<file path="src/rtl/word_loader_defines.svh">
// offsets, field codes and timing counts of the reconfiguration word loader
// assumes inclusion by bare name from the loader module and the bench
`ifndef WORD_LOADER_DEFINES_SVH
`define WORD_LOADER_DEFINES_SVH

// apb register byte offsets
`define REG_CTRL        12'h000
`define REG_SEL         12'h004
`define REG_STATUS      12'h008
`define REG_IRQ_STAT    12'h00C
`define REG_IRQ_MASK    12'h010
`define REG_WORD        12'h014

// control register fields
`define CTRL_CONT_BIT   0
`define CTRL_ILLEGAL_BIT 1
`define CTRL_RECOV_BIT  2
`define CTRL_QUAL_BIT   3
`define CTRL_DUPLEX_BIT 4
`define CTRL_RESET      8'h1F

// interrupt status bits
`define IRQ_DONE_BIT    0
`define IRQ_ERR_BIT     1
`define IRQ_RECOV_BIT   2

// mode codes on the mode input
`define MODE_PLL_ONLY   2'h0
`define MODE_CHAN_PLL   2'h1
`define MODE_CHAN_TXSEL 2'h2
`define MODE_RATE_DIV   2'h3

// direction select codes
`define DIR_DUPLEX      2'h0
`define DIR_RX_ONLY     2'h1
`define DIR_TX_ONLY     2'h2
`define DIR_BAD         2'h3

// local divider codes
`define DIV_BY_1        2'h0
`define DIV_BY_2        2'h1
`define DIV_BY_4        2'h2

// timing
`define ERR_HOLD_CYCLES 2
`define READ_LAT_DEF    2
`define WORDS_DEF       6'h3F
`define TIMEOUT_NS      50000
`define CLK_PERIOD_NS   10
`define TIMEOUT_CYCLES  (`TIMEOUT_NS / `CLK_PERIOD_NS)

`endif

</file>
<file path="src/rtl/word_loader_pkg.sv">
// types of the reconfiguration word loader
// assumes the defines header sits beside it
package word_loader_pkg;
    typedef enum logic [2:0] {
        ST_IDLE,
        ST_ADDR,
        ST_WAIT,
        ST_TAKE,
        ST_ERR
    } loader_state_t;
endpackage

</file>
<file path="src/rtl/sync_bit.sv">
// two flip-flop synchroniser for one level input
// assumes the input is asynchronous to pclk
`timescale 1ns/1ps
module sync_bit
(
    // clock and reset
    input  wire logic pclk,
    input  wire logic presetn,
    input  wire logic clk_en,
    // level
    input  wire logic din,
    output logic      dout
);
    logic meta_ff;

    // first stage feeds only the second
    always_ff @(posedge pclk or negedge presetn)
    begin
        if (!presetn)
        begin
            meta_ff <= 1'b0;
            dout    <= 1'b0;
        end
        else if (clk_en)
        begin
            meta_ff <= din;
            dout    <= meta_ff;
        end
    end
endmodule

</file>
<file path="src/rtl/word_counter.sv">
// down counter that reports expiry, reused for read latency and timeout
// assumes load and run are from pclk logic
`timescale 1ns/1ps
module word_counter
#(
    parameter int W = 16
)
(
    // clock and reset
    input  wire logic         pclk,
    input  wire logic         presetn,
    input  wire logic         clk_en,
    // control
    input  wire logic         load,
    input  wire logic [W-1:0] load_val,
    input  wire logic         run,
    output logic              expired
);
    logic [W-1:0] cnt_ff;

    // load wins over counting, stops at zero
    always_ff @(posedge pclk or negedge presetn)
    begin
        if (!presetn)
            cnt_ff <= '0;
        else if (clk_en)
        begin
            if (load)
                cnt_ff <= load_val;
            else if (run && cnt_ff != '0)
                cnt_ff <= cnt_ff - 1'b1;
        end
    end

    assign expired = run && !load && (cnt_ff == '0);
endmodule

</file>
<file path="src/rtl/word_loader.sv">
// reconfiguration word loader: steps word addresses, samples words, apb control
// assumes word memory on pclk answers read_lat cycles after the address
`timescale 1ns/1ps
`include "word_loader_defines.svh"

////////////////////////////////////////////////////////////////////////////////
// Notes on behaviour
// - with continuous write on, one write-all pulse loads words up to the last-word register.
// - with continuous write on, each word is sampled read-latency cycles after its address appears.
// - read latency applies only in continuous write; else one word per request.
// - six-bit word address output increments at end of each word write.
// - address-changed output pulses when the last word write of a request completes, with busy falling.
// - address-clear input sets the word address to zero.
// - pll-only mode reconfigures the pll chosen by the select input.
// - combined mode reconfigures selected pll and clocks channel from it.
// - tx-pll-select mode switches channel to the selected transmit pll.
// - with qualifier enabled, pll select counts only while qualifier is one.
// - illegal mode found within two cycles; busy stays low, error high two cycles.
// - self recovery on timeout during the read-latency wait state, driving the error output high.
// - divider output: 00 divide 1, 01 divide 2, 10 divide 4.
// - direction select: 00 both, 01 receiver only, 10 transmitter only.
// - without direction select, both sides are always accessed.
module word_loader
    import word_loader_pkg::*;
#(
    parameter int         LAT_W          = 4,
    parameter int         TO_W           = 16,
    parameter int         TIMEOUT_CYCLES = `TIMEOUT_CYCLES,
    parameter logic [3:0] READ_LAT       = `READ_LAT_DEF
)
(
    // clock and reset
    input  wire logic        pclk,
    input  wire logic        presetn,
    input  wire logic        clk_en,
    // apb slave
    input  wire logic        psel,
    input  wire logic        penable,
    input  wire logic        pwrite,
    input  wire logic [11:0] paddr,
    input  wire logic [31:0] pwdata,
    output logic      [31:0] prdata,
    output logic             pready,
    output logic             pslverr,
    output logic             irq,
    // user requests, asynchronous pins
    input  wire logic        write_all,
    input  wire logic        write_one,
    input  wire logic        addr_clear,
    input  wire logic        pll_sel_qual,
    input  wire logic [1:0]  pll_sel,
    input  wire logic [1:0]  dir_sel,
    input  wire logic [1:0]  mode_sel,
    // word memory, on pclk
    input  wire logic [15:0] word_data,
    output logic      [5:0]  word_addr,
    output logic             addr_changed,
    output logic             busy,
    output logic             error,
    // transceiver side
    output logic      [15:0] xcvr_word,
    output logic             xcvr_word_vld,
    output logic      [1:0]  clock_multiplier_pll_sel,
    output logic      [1:0]  chan_clk_src,
    output logic             chan_clk_src_vld,
    output logic             rx_access,
    output logic             tx_access,
    output logic      [1:0]  tx_div
);

    ////////////////////////////////////////////////////////////////////////////
    // input synchronisers
    logic [9:0] raw_in;
    logic [9:0] sync_in;
    assign raw_in = {mode_sel, dir_sel, pll_sel, pll_sel_qual, addr_clear, write_one, write_all};

    genvar gi;
    generate
        for (gi = 0; gi < 10; gi++)
        begin : g_sync
            sync_bit u_sync
            (
                .pclk    (pclk),
                .presetn (presetn),
                .clk_en  (clk_en),
                .din     (raw_in[gi]),
                .dout    (sync_in[gi])
            );
        end
    endgenerate

    logic       wr_all_s, wr_one_s, clr_s, qual_s;
    logic [1:0] psel_s, dir_s, mode_s;
    assign wr_all_s = sync_in[0];
    assign wr_one_s = sync_in[1];
    assign clr_s    = sync_in[2];
    assign qual_s   = sync_in[3];
    assign psel_s   = sync_in[5:4];
    assign dir_s    = sync_in[7:6];
    assign mode_s   = sync_in[9:8];

    // edge detect on the synchronised requests
    logic wr_all_d_ff, wr_one_d_ff;
    always_ff @(posedge pclk or negedge presetn)
    begin
        if (!presetn)
        begin
            wr_all_d_ff <= 1'b0;
            wr_one_d_ff <= 1'b0;
        end
        else if (clk_en)
        begin
            wr_all_d_ff <= wr_all_s;
            wr_one_d_ff <= wr_one_s;
        end
    end
    logic all_req, one_req;
    assign all_req = wr_all_s & ~wr_all_d_ff;
    assign one_req = wr_one_s & ~wr_one_d_ff;

    ////////////////////////////////////////////////////////////////////////////
    // software registers
    logic [7:0]  ctrl_ff;
    logic [5:0]  last_word_ff;
    logic [2:0]  irq_stat_ff, irq_mask_ff;
    logic        cont_en, illegal_en, recov_en, qual_en, duplex_pin_en;
    assign cont_en       = ctrl_ff[`CTRL_CONT_BIT];
    assign illegal_en    = ctrl_ff[`CTRL_ILLEGAL_BIT];
    assign recov_en      = ctrl_ff[`CTRL_RECOV_BIT];
    assign qual_en       = ctrl_ff[`CTRL_QUAL_BIT];
    assign duplex_pin_en = ctrl_ff[`CTRL_DUPLEX_BIT];

    logic apb_wr, apb_rd;
    assign pready  = 1'b1;
    assign apb_wr  = psel & penable & pwrite;
    assign apb_rd  = psel & penable & ~pwrite;
    logic mapped;
    assign mapped  = (paddr == `REG_CTRL) || (paddr == `REG_SEL) || (paddr == `REG_STATUS)
                  || (paddr == `REG_IRQ_STAT) || (paddr == `REG_IRQ_MASK) || (paddr == `REG_WORD);
    assign pslverr = psel & penable & ~mapped;

    // control, last word and mask writes
    always_ff @(posedge pclk or negedge presetn)
    begin
        if (!presetn)
        begin
            ctrl_ff      <= `CTRL_RESET;
            last_word_ff <= `WORDS_DEF;
            irq_mask_ff  <= 3'h0;
        end
        else if (clk_en && apb_wr)
        begin
            if (paddr == `REG_CTRL)
                ctrl_ff <= pwdata[7:0];
            if (paddr == `REG_SEL)
                last_word_ff <= pwdata[5:0];
            if (paddr == `REG_IRQ_MASK)
                irq_mask_ff <= pwdata[2:0];
        end
    end

    ////////////////////////////////////////////////////////////////////////////
    // mode and select decode
    logic sel_valid, dir_bad, mode_bad;
    assign sel_valid = !qual_en || qual_s;
    assign dir_bad   = duplex_pin_en && (dir_s == `DIR_BAD);
    assign mode_bad  = (mode_s != `MODE_RATE_DIV) && !sel_valid;

    // access direction; without the pin both sides are touched
    always_ff @(posedge pclk or negedge presetn)
    begin
        if (!presetn)
        begin
            rx_access <= 1'b0;
            tx_access <= 1'b0;
        end
        else if (clk_en && busy)
        begin
            if (!duplex_pin_en)
            begin
                rx_access <= 1'b1;
                tx_access <= 1'b1;
            end
            else
            begin
                rx_access <= (dir_s == `DIR_DUPLEX) || (dir_s == `DIR_RX_ONLY);
                tx_access <= (dir_s == `DIR_DUPLEX) || (dir_s == `DIR_TX_ONLY);
            end
        end
        else if (clk_en)
        begin
            rx_access <= 1'b0;
            tx_access <= 1'b0;
        end
    end

    ////////////////////////////////////////////////////////////////////////////
    // sequencer
    loader_state_t state_ff, nxt_state;
    logic [1:0]    err_cnt_ff;
    logic          cont_run_ff;
    logic          lat_exp, to_exp, lat_load, word_done;

    word_counter #(.W(LAT_W)) u_lat
    (
        .pclk     (pclk),
        .presetn  (presetn),
        .clk_en   (clk_en),
        .load     (lat_load),
        .load_val (LAT_W'(READ_LAT - 4'h2)),                               // address cycle counts toward latency
        .run      (state_ff == ST_WAIT),
        .expired  (lat_exp)
    );

    word_counter #(.W(TO_W)) u_to
    (
        .pclk     (pclk),
        .presetn  (presetn),
        .clk_en   (clk_en),
        .load     (state_ff == ST_IDLE),
        .load_val (TO_W'(TIMEOUT_CYCLES)),
        .run      (busy && recov_en),
        .expired  (to_exp)
    );

    assign lat_load  = (state_ff == ST_ADDR);
    assign word_done = (state_ff == ST_TAKE);
    logic accept;
    assign accept = (state_ff == ST_IDLE) && (all_req && cont_en || one_req);

    always_comb
    begin
        nxt_state = state_ff;
        case (state_ff)
            ST_IDLE:
                if (accept)
                    nxt_state = (illegal_en && (dir_bad || mode_bad)) ? ST_ERR : ST_ADDR;
            ST_ADDR:
                nxt_state = (cont_en && READ_LAT > 4'h1) ? ST_WAIT : ST_TAKE;
            ST_WAIT:
                if (to_exp)
                    nxt_state = ST_ERR;
                else if (lat_exp)
                    nxt_state = ST_TAKE;
            ST_TAKE:
                nxt_state = (cont_run_ff && word_addr != last_word_ff) ? ST_ADDR : ST_IDLE;
            ST_ERR:
                if (err_cnt_ff == 2'(`ERR_HOLD_CYCLES - 1))
                    nxt_state = ST_IDLE;
            default:
                nxt_state = ST_IDLE;
        endcase
    end

    always_ff @(posedge pclk or negedge presetn)
    begin
        if (!presetn)
            state_ff <= ST_IDLE;
        else if (clk_en)
            state_ff <= nxt_state;
    end

    // continuous run flag, taken at acceptance
    always_ff @(posedge pclk or negedge presetn)
    begin
        if (!presetn)
            cont_run_ff <= 1'b0;
        else if (clk_en && accept)
            cont_run_ff <= all_req && cont_en;
    end

    // error hold counter and output, two cycles
    always_ff @(posedge pclk or negedge presetn)
    begin
        if (!presetn)
            err_cnt_ff <= 2'h0;
        else if (clk_en)
            err_cnt_ff <= (state_ff == ST_ERR) ? err_cnt_ff + 2'h1 : 2'h0;
    end
    assign error = (state_ff == ST_ERR);
    // busy drops as soon as the error is raised
    assign busy  = (state_ff == ST_ADDR) || (state_ff == ST_WAIT) || (state_ff == ST_TAKE);

    ////////////////////////////////////////////////////////////////////////////
    // word address and word capture
    logic [5:0] addr_ff;
    assign word_addr = addr_ff;
    always_ff @(posedge pclk or negedge presetn)
    begin
        if (!presetn)
            addr_ff <= 6'h00;
        else if (clk_en)
        begin
            if (clr_s)
                addr_ff <= 6'h00;
            else if (word_done)
                addr_ff <= addr_ff + 6'h01;
        end
    end

    // word forwarded to the transceiver when sampled
    always_ff @(posedge pclk or negedge presetn)
    begin
        if (!presetn)
        begin
            xcvr_word     <= 16'h0000;
            xcvr_word_vld <= 1'b0;
            addr_changed  <= 1'b0;
        end
        else if (clk_en)
        begin
            xcvr_word_vld <= word_done;
            addr_changed  <= word_done && (nxt_state == ST_IDLE);
            if (word_done)
                xcvr_word <= word_data;
        end
    end

    // pll and clock source selection per mode
    always_ff @(posedge pclk or negedge presetn)
    begin
        if (!presetn)
        begin
            clock_multiplier_pll_sel <= 2'h0;
            chan_clk_src             <= 2'h0;
            chan_clk_src_vld         <= 1'b0;
            tx_div                   <= `DIV_BY_1;
        end
        else if (clk_en && accept && sel_valid)
        begin
            chan_clk_src_vld <= 1'b0;
            case (mode_s)
                `MODE_PLL_ONLY:
                    clock_multiplier_pll_sel <= psel_s;
                `MODE_CHAN_PLL:
                begin
                    clock_multiplier_pll_sel <= psel_s;
                    chan_clk_src             <= psel_s;
                    chan_clk_src_vld         <= 1'b1;
                end
                `MODE_CHAN_TXSEL:
                begin
                    chan_clk_src     <= psel_s;
                    chan_clk_src_vld <= 1'b1;
                end
                default:
                    if (psel_s != 2'h3)
                        tx_div <= psel_s;
            endcase
        end
    end

    ////////////////////////////////////////////////////////////////////////////
    // interrupts: sticky, write one to clear, set wins
    logic [2:0] irq_set;
    assign irq_set = {to_exp && recov_en, nxt_state == ST_ERR && state_ff != ST_ERR, addr_changed};
    always_ff @(posedge pclk or negedge presetn)
    begin
        if (!presetn)
            irq_stat_ff <= 3'h0;
        else if (clk_en)
            irq_stat_ff <= (irq_stat_ff & ~((apb_wr && paddr == `REG_IRQ_STAT) ? pwdata[2:0] : 3'h0)) | irq_set;
    end
    assign irq = |(irq_stat_ff & irq_mask_ff);

    // read mux
    always_comb
    begin
        prdata = 32'h0000_0000;
        if (apb_rd)
        begin
            case (paddr)
                `REG_CTRL:     prdata = {24'h00_0000, ctrl_ff};
                `REG_SEL:      prdata = {26'h000_0000, last_word_ff};
                `REG_STATUS:   prdata = {22'h00_0000, tx_div, addr_ff, error, busy};
                `REG_IRQ_STAT: prdata = {29'h0000_0000, irq_stat_ff};
                `REG_IRQ_MASK: prdata = {29'h0000_0000, irq_mask_ff};
                `REG_WORD:     prdata = {16'h0000, xcvr_word};
                default:       prdata = 32'h0000_0000;
            endcase
        end
    end

    ////////////////////////////////////////////////////////////////////////////
    // checks
    addr_step_a: assert property (@(posedge pclk) disable iff (!presetn)
        clk_en && word_done && !clr_s |=> addr_ff == $past(addr_ff) + 6'h01)
        else $error("word address did not step");
    addr_clr_a: assert property (@(posedge pclk) disable iff (!presetn)
        clk_en && clr_s |=> addr_ff == 6'h00)
        else $error("word address not cleared");
    err_hold_a: assert property (@(posedge pclk) disable iff (!presetn)
        clk_en && $rose(error) |-> !busy ##1 (clk_en -> error))
        else $error("error not held with busy low");
    done_pulse_a: assert property (@(posedge pclk) disable iff (!presetn)
        addr_changed |-> !busy)
        else $error("address change while busy");
    dir_map_a: assert property (@(posedge pclk) disable iff (!presetn)
        clk_en && busy && $past(busy) && duplex_pin_en && dir_s == `DIR_RX_ONLY && $stable(dir_s) |=> !tx_access || !busy)
        else $error("transmit touched in receive only");
    both_dir_a: assert property (@(posedge pclk) disable iff (!presetn)
        clk_en && busy && !duplex_pin_en |=> rx_access && tx_access)
        else $error("both sides not accessed");
    div_code_a: assert property (@(posedge pclk) disable iff (!presetn)
        tx_div != 2'h3)
        else $error("unsupported divider code");
    qual_gate_a: assert property (@(posedge pclk) disable iff (!presetn)
        clk_en && accept && qual_en && !qual_s |=> $stable(chan_clk_src))
        else $error("select taken without qualifier");
    lat_wait_a: assert property (@(posedge pclk) disable iff (!presetn)
        clk_en && state_ff == ST_ADDR && cont_en && !recov_en |-> ##[1:16] state_ff == ST_TAKE)
        else $error("word not sampled after latency");
endmodule

</file>
<file path="config.mk">
export PLATFORM = sky130hd
export DESIGN_NAME = word_loader
export DESIGN_NICKNAME = d
export VERILOG_FILES = /design/src/rtl/word_loader_pkg.sv /design/src/rtl/sync_bit.sv /design/src/rtl/word_counter.sv /design/src/rtl/word_loader.sv
export VERILOG_INCLUDE_DIRS = /design/src /design/src/rtl
export SDC_FILE = /design/constraint.sdc
export NUM_CORES = 1
export LEC_CHECK = 0
export BUFFER_PORTS_ARGS = -buffer_cell sky130_fd_sc_hd__clkbuf_2
export CAP_MARGIN = 30
export CORE_MARGIN = 4
export CORE_UTILIZATION = 50
export DETAILED_ROUTE_END_ITERATION = 7
export GPL_TIMING_DRIVEN = 0
export PLACE_DENSITY = 0.77
export SLEW_MARGIN = 5
export SYNTH_ARGS = -nofsm -noshare
export SYNTH_HDL_FRONTEND = slang
export SYNTH_SLANG_ARGS = --single-unit
</file>
<file path="constraint.sdc">
create_clock -name pclk -period 4.75 [get_ports pclk]
set_input_delay 0.475 -clock pclk [delete_from_list [all_inputs] [get_ports pclk]]
set_output_delay 0.475 -clock pclk [all_outputs]
set_load 0.03 [all_outputs]
</file>
Word-level counts from Yosys, hierarchy flattened:

Cells that the tools add are included.
W data, S select, Z words.

* mux-type cells: 24
* reductions and logical operators: 64
* $add $sub $neg: 4
* equality and inequality tests: 20
* $mul: 0
* divide/modulo/power cells: 0
* order comparisons: 0
* bitwise logic cells: 15
* shift-type cells: 0

Operator list (count)
* $pmux W16 S6: 1
* $mux W16: 3
* $eq A12 B4 Y1 const B: 2
* $eq A12 B5 Y1 const B: 2
* $logic_and A1 B1 Y1: 21
* $mux W3: 6
* $reduce_and A2 Y1: 9
* $logic_not A16 Y1: 1
* $reduce_bool A16 Y1: 1
* $sub A16 B1 Y16 const B: 1
* $pmux W3 S5: 1
* $eq A12 B3 Y1 const B: 1
* $logic_not A12 Y1: 1
* $logic_or A1 B1 Y1: 12
* $mux W6: 2
* $mux W1: 8
* $mux W4: 2
* $reduce_bool A2 Y1: 4
* $add A6 B1 Y6 const B: 1
* $and A1 B1 Y1: 6
* $and A3 B3 Y3: 2
* $eq A2 B1 Y1 const B: 3
* $eq A2 B2 Y1 const B: 3
* $eq A3 B2 Y1 const B: 2
* other kinds (19): 32

* output and inout bits: 70
* logic and storage cells: 168
* memory bits (read-only): 0
* bits in writable memories: 0
* bits in registers: 101
* memories: 0
* bits in latches: 0

Depth between registers and ports, before layout:

* word-level depth: 12
* depth in mapped cells: 7
* gate-level depth less buffers: 7

Hierarchy:

Synthesis repeated with hierarchy kept, for this count alone.

* cells, all modules: 565
* area total of the unflattened synthesis: 5626.6 um^2

Modules (own cells, without submodules)
* word_loader: area an instance 3452.1 um^2, times used 1, cells each 348, sequential area each 1540.2 um^2
* word_counter at u_to: area an instance 1176.1 um^2, times used 1, cells each 149, sequential area each 400.4 um^2
* sync_bit: area an instance 72.6 um^2, times used 10, cells each 4, sequential area each 50.0 um^2
* word_counter at u_lat: area an instance 272.8 um^2, times used 1, cells each 28, sequential area each 100.1 um^2

Worst setup path after synthesis:

OpenSTA, ideal clock, no wires.

* path type: input port to output port
* start point: in paddr[7]
* end point: out prdata[6]
* stages on the path: 5
* path buffers: 0
* required time: 4.275 ns
* arrival: 2.130 ns
* path slack: 2.145 ns
* cells stage by stage: nor4_1 -> nand3_1 -> or3_1 -> nand2b_1 -> a21oi_1

* cells in the longest elaborated chain, start to end: 3
* elaborated cells between the ends (all ways): 8
* those cells by class: eq/ne (5); mux (2); reduce/logical (1)

Ends and longest elaborated chain
* from (decl): RTL line word_loader.sv:40 `input wire logic [11:0] paddr,`
* $eq A12 B5 Y1 (tied with other cells): RTL line word_loader.sv:372 `case (paddr)`
* $pmux W16 S6 *: RTL line word_loader.sv:372
* $mux W16 *: RTL line word_loader.sv:370 `if (apb_rd)`
* to (decl): RTL line word_loader.sv:42 `output logic [31:0] prdata,`

Every way passes the cells marked *; elsewhere a longest branch is shown, timed or not.

Worst setup path after layout:

Same ends and word-level chain as after synthesis.

==> reports/qor.yml <==
outcome:
  outcome: "complete, no violations"
critical_path:
  critPathSlowestCell: "nor4_1"
  timing.rr.start: "state_ff[1]"
  path_cells: "clkbuf_2 > nor4_1 > nand3_1 > or3_1 > nand2b_1 > a21oi_1 > clkbuf_2"
  endpoint: "prdata[6]"
  cp-start-kind: "primary input"
  startpoint: "paddr[7]"
  criticalPathCategory: "primary input to output pin"
  arrival_ns: 2.60
  slowest_delay_ns: 0.53
  rrSetupSlack_ns: 2.34
  critPathBufInv: 2
  crit_fanout: 7
  cp.required_ns: 4.28
  path_depth: 7
  ff2ff_path_depth: 5
  cp_common_cell: "clkbuf_2"
  r2r-end: "clock_multiplier_pll_sel[0]"
  end_kind: "output pin"
  critical-path-top-delay-family: "simple AND/OR/NAND/NOR gates"
sta:
  holdWs_ns: 0.1618
  slew_viol_final: 0
  slew-limit-headroom_pct: 47.73
  grt_setup_unrepaired: "false"
  post-route-period-util_pct: 64.73
  tightest_slew_ns: 0.7823
  fin_tns_setup_ns: 0
  hold_viol: 0
  skew_ns: 0.007202
  max_freq_mhz: 325.3
  setup_violations: 0
  period_minus_slack_ns: 3.075
yosys:
  yosysTopAreaCellShare_pct: 43.59
  synth_edf_count: 0
  ys_top_cells_by_area: "dfrtp_1, mux2_2, nand2_1"
  synth.most_common_cell: "dfrtp_1"
  yosysSeqAreaShare_pct: 49.19
  synth_area_mm2: 0.005166
  ys_types: 57
  synth_common_cells: "dfrtp_1, nand2_1, mux2_2"
  synthArstFlopShare_pct: 100.0
  synthCells: 511
  ys_warn_count: 0
  avgSynthCellArea_um2: 10.11
  synth_ff_type: "dfrtp_1"
  synth-seq-cells: 101
  synth_top_cell_by_area: "dfrtp_1"
clocking:
  cts-root-buf: "clkbuf_8"
  cts_hold_buf: 0
  clock_sinks: 101
  numCtsBuffers: 9
  cts.clk_slew.worst_paths_ns: 0.11
  cts_max_level: 3
  cts_tree: "yes"
  clk_path_buf_depth: 2
  clock_latency_ns: 0.37
  post_cts_buffers: 0
  cts.repair.resized: 0
pwr:
  power_density_mw_per_mm2: 421.0
  ir_worst_vdd_mv: 0.2664
  total_leakage_power_nw: 2.935
min_path:
  worstHoldPathType: "primary input to asynchronous set/reset pin"
drt:
  drcViolationCount: 0
  wl_mm: 12.35
  drt-initial-drc-count: 399
  via_per_inst: 5.376
  wl_per_cell_um: 15.86
  firstDrtPassIters: 5
  ant_nets: 0
  vias: 4188
die:
  floorplan.initialDensity_pct: 52.13
  fp.dieArea_mm2: 0.01202
  die_h_um: 109.7
  core_area_mm2: 0.009910
  std_cell_rows: 36
  die_w_um: 109.7
  ios: 146
placed_design:
  place.port_buffers: 102
  dpl.cell_count: 763
  gp_congestion: 0.8633
  dpl.hpwl_mm: 9.536
run:
  drv_cap: 0
global_routing:
  grt_usage_pct: 21.13
  grt_start_max_net_pins: 53
  grt_pass1_vias: 4152
  grt_pass1_wl_mm: 19.90
  grt_overflow: 0
  antenna_found_initial: 0
finish:
  antenna_cells: 0
  stdcell_count: 779
  fin_nets: 725
  syn_to_final_growth_pct: 18.79
  layout-drive-gt1-share_pct: 32.04
==> metrics by stage <==
stage	total power [mW]	setup slack, ns	cell area [um2]	utilization, %
floorplan	1.756	2.145	5223	-
global placement	2.016	1.805	5899	59.53
detailed placement	2.056	1.738	5934	59.89
CTS	2.602	1.738	6137	61.93
global route	2.741	1.619	6137	61.93
finish	2.584	1.675	6137	61.93
==> where the power goes <==
part           internal (mW)  leakage (nW)  switching, mW
Clock                  0.221         0.104          0.327
Combinational          0.289          1.59          0.586
Sequential              1.03          1.24          0.136
==> metal layers <==
layer	share of wire (%)	GRT usage, %	up-vias
met5	0	0	-
met4	0.90	5.788	0
met3	7.0	4.169	14
met2	51	36.53	125
met1	41	27.07	2040
li1	-	-	2009
==> area by class of cell <==
class | instances | area, um2
Clock buffer | 10 | 137.6
Fill cell | 835 | 3772
Inverter | 17 | 63.81
Multi-Input combinational cell | 370 | 2407
Buffer | 38 | 210.2
Timing Repair Buffer | 104 | 545.5
Clock inverter | 6 | 65.06
Sequential cell | 101 | 2541
Tap cell | 133 | 166.4
==> logic make-up after synthesis <==
family                   after synthesis  synth area share [%]
multiplexers                          53                 11.79
other                                  2                0.1454
buffers and inverters                 55                 5.304
AND/OR/NAND/NOR                      202                 19.33
flip-flops                           101                 49.19
AO/OA/AOI/OAI                         69                 8.743
adder cells (fa/ha/maj)                8                 1.938
XOR/XNOR                              21                 3.560
==> worst min-delay path by stage <==
stage | start | end | slack, ns | cells after the start
6_report | presetn | clock_multiplier_pll_sel[1] | 0.16 | 1
4_1_cts | presetn | clock_multiplier_pll_sel[1] | 0.17 | 1
5_1_grt | presetn | clock_multiplier_pll_sel[1] | 0.19 | 1
3_5_place_dp | g_sync[9].u_sync.meta_ff | g_sync[9].u_sync.dout | 0.48 | 2
3_3_place_gp | err_cnt_ff[0] | err_cnt_ff[0] | 0.47 | 1
2_1_floorplan | presetn | addr_changed | 0.18 | 0
==> flip-flops by register name, indices dropped and copies added, names as in the netlist <==
| name | flops |
|---|---|
| xcvr_word_vld | 1 |
| err_cnt_ff | 2 |
| xcvr_word | 16 |
| clock_multiplier_pll_sel | 2 |
| word_addr | 6 |
| wr_all_d_ff | 1 |
| rx_access | 1 |
| u_to.cnt_ff | 16 |
| g_sync.u_sync.dout | 10 |
| g_sync.u_sync.meta_ff | 10 |
| irq_stat_ff | 3 |
| tx_access | 1 |
| chan_clk_src | 2 |
| addr_changed | 1 |
| u_lat.cnt_ff | 4 |
| chan_clk_src_vld | 1 |
| last_word_ff | 6 |
| ctrl_ff | 8 |
| irq_mask_ff | 3 |
| state_ff | 3 |
| tx_div | 2 |
| cont_run_ff | 1 |
| wr_one_d_ff | 1 |
==> layout by cell type, fill, tap and decap left out, types with 6 or more instances in the layout <==
cell type	count
mux2_2	43
nor4_1	11
o21ai_0	21
and2_1	8
ha_1	8
dfstp_2	11
inv_1	17
conb_1	17
xor2_1	8
clkbuf_2	101
buf_4	17
clkbuf_8	10
a22oi_1	7
nor2_1	41
nand3_1	10
a21oi_1	10
clkbuf_1	15
nor3_1	9
xnor2_1	13
nand2b_1	6
mux2i_1	8
nand2_1	79
dfrtp_1	90
Note: power is estimated with default switching activity, not from simulation.
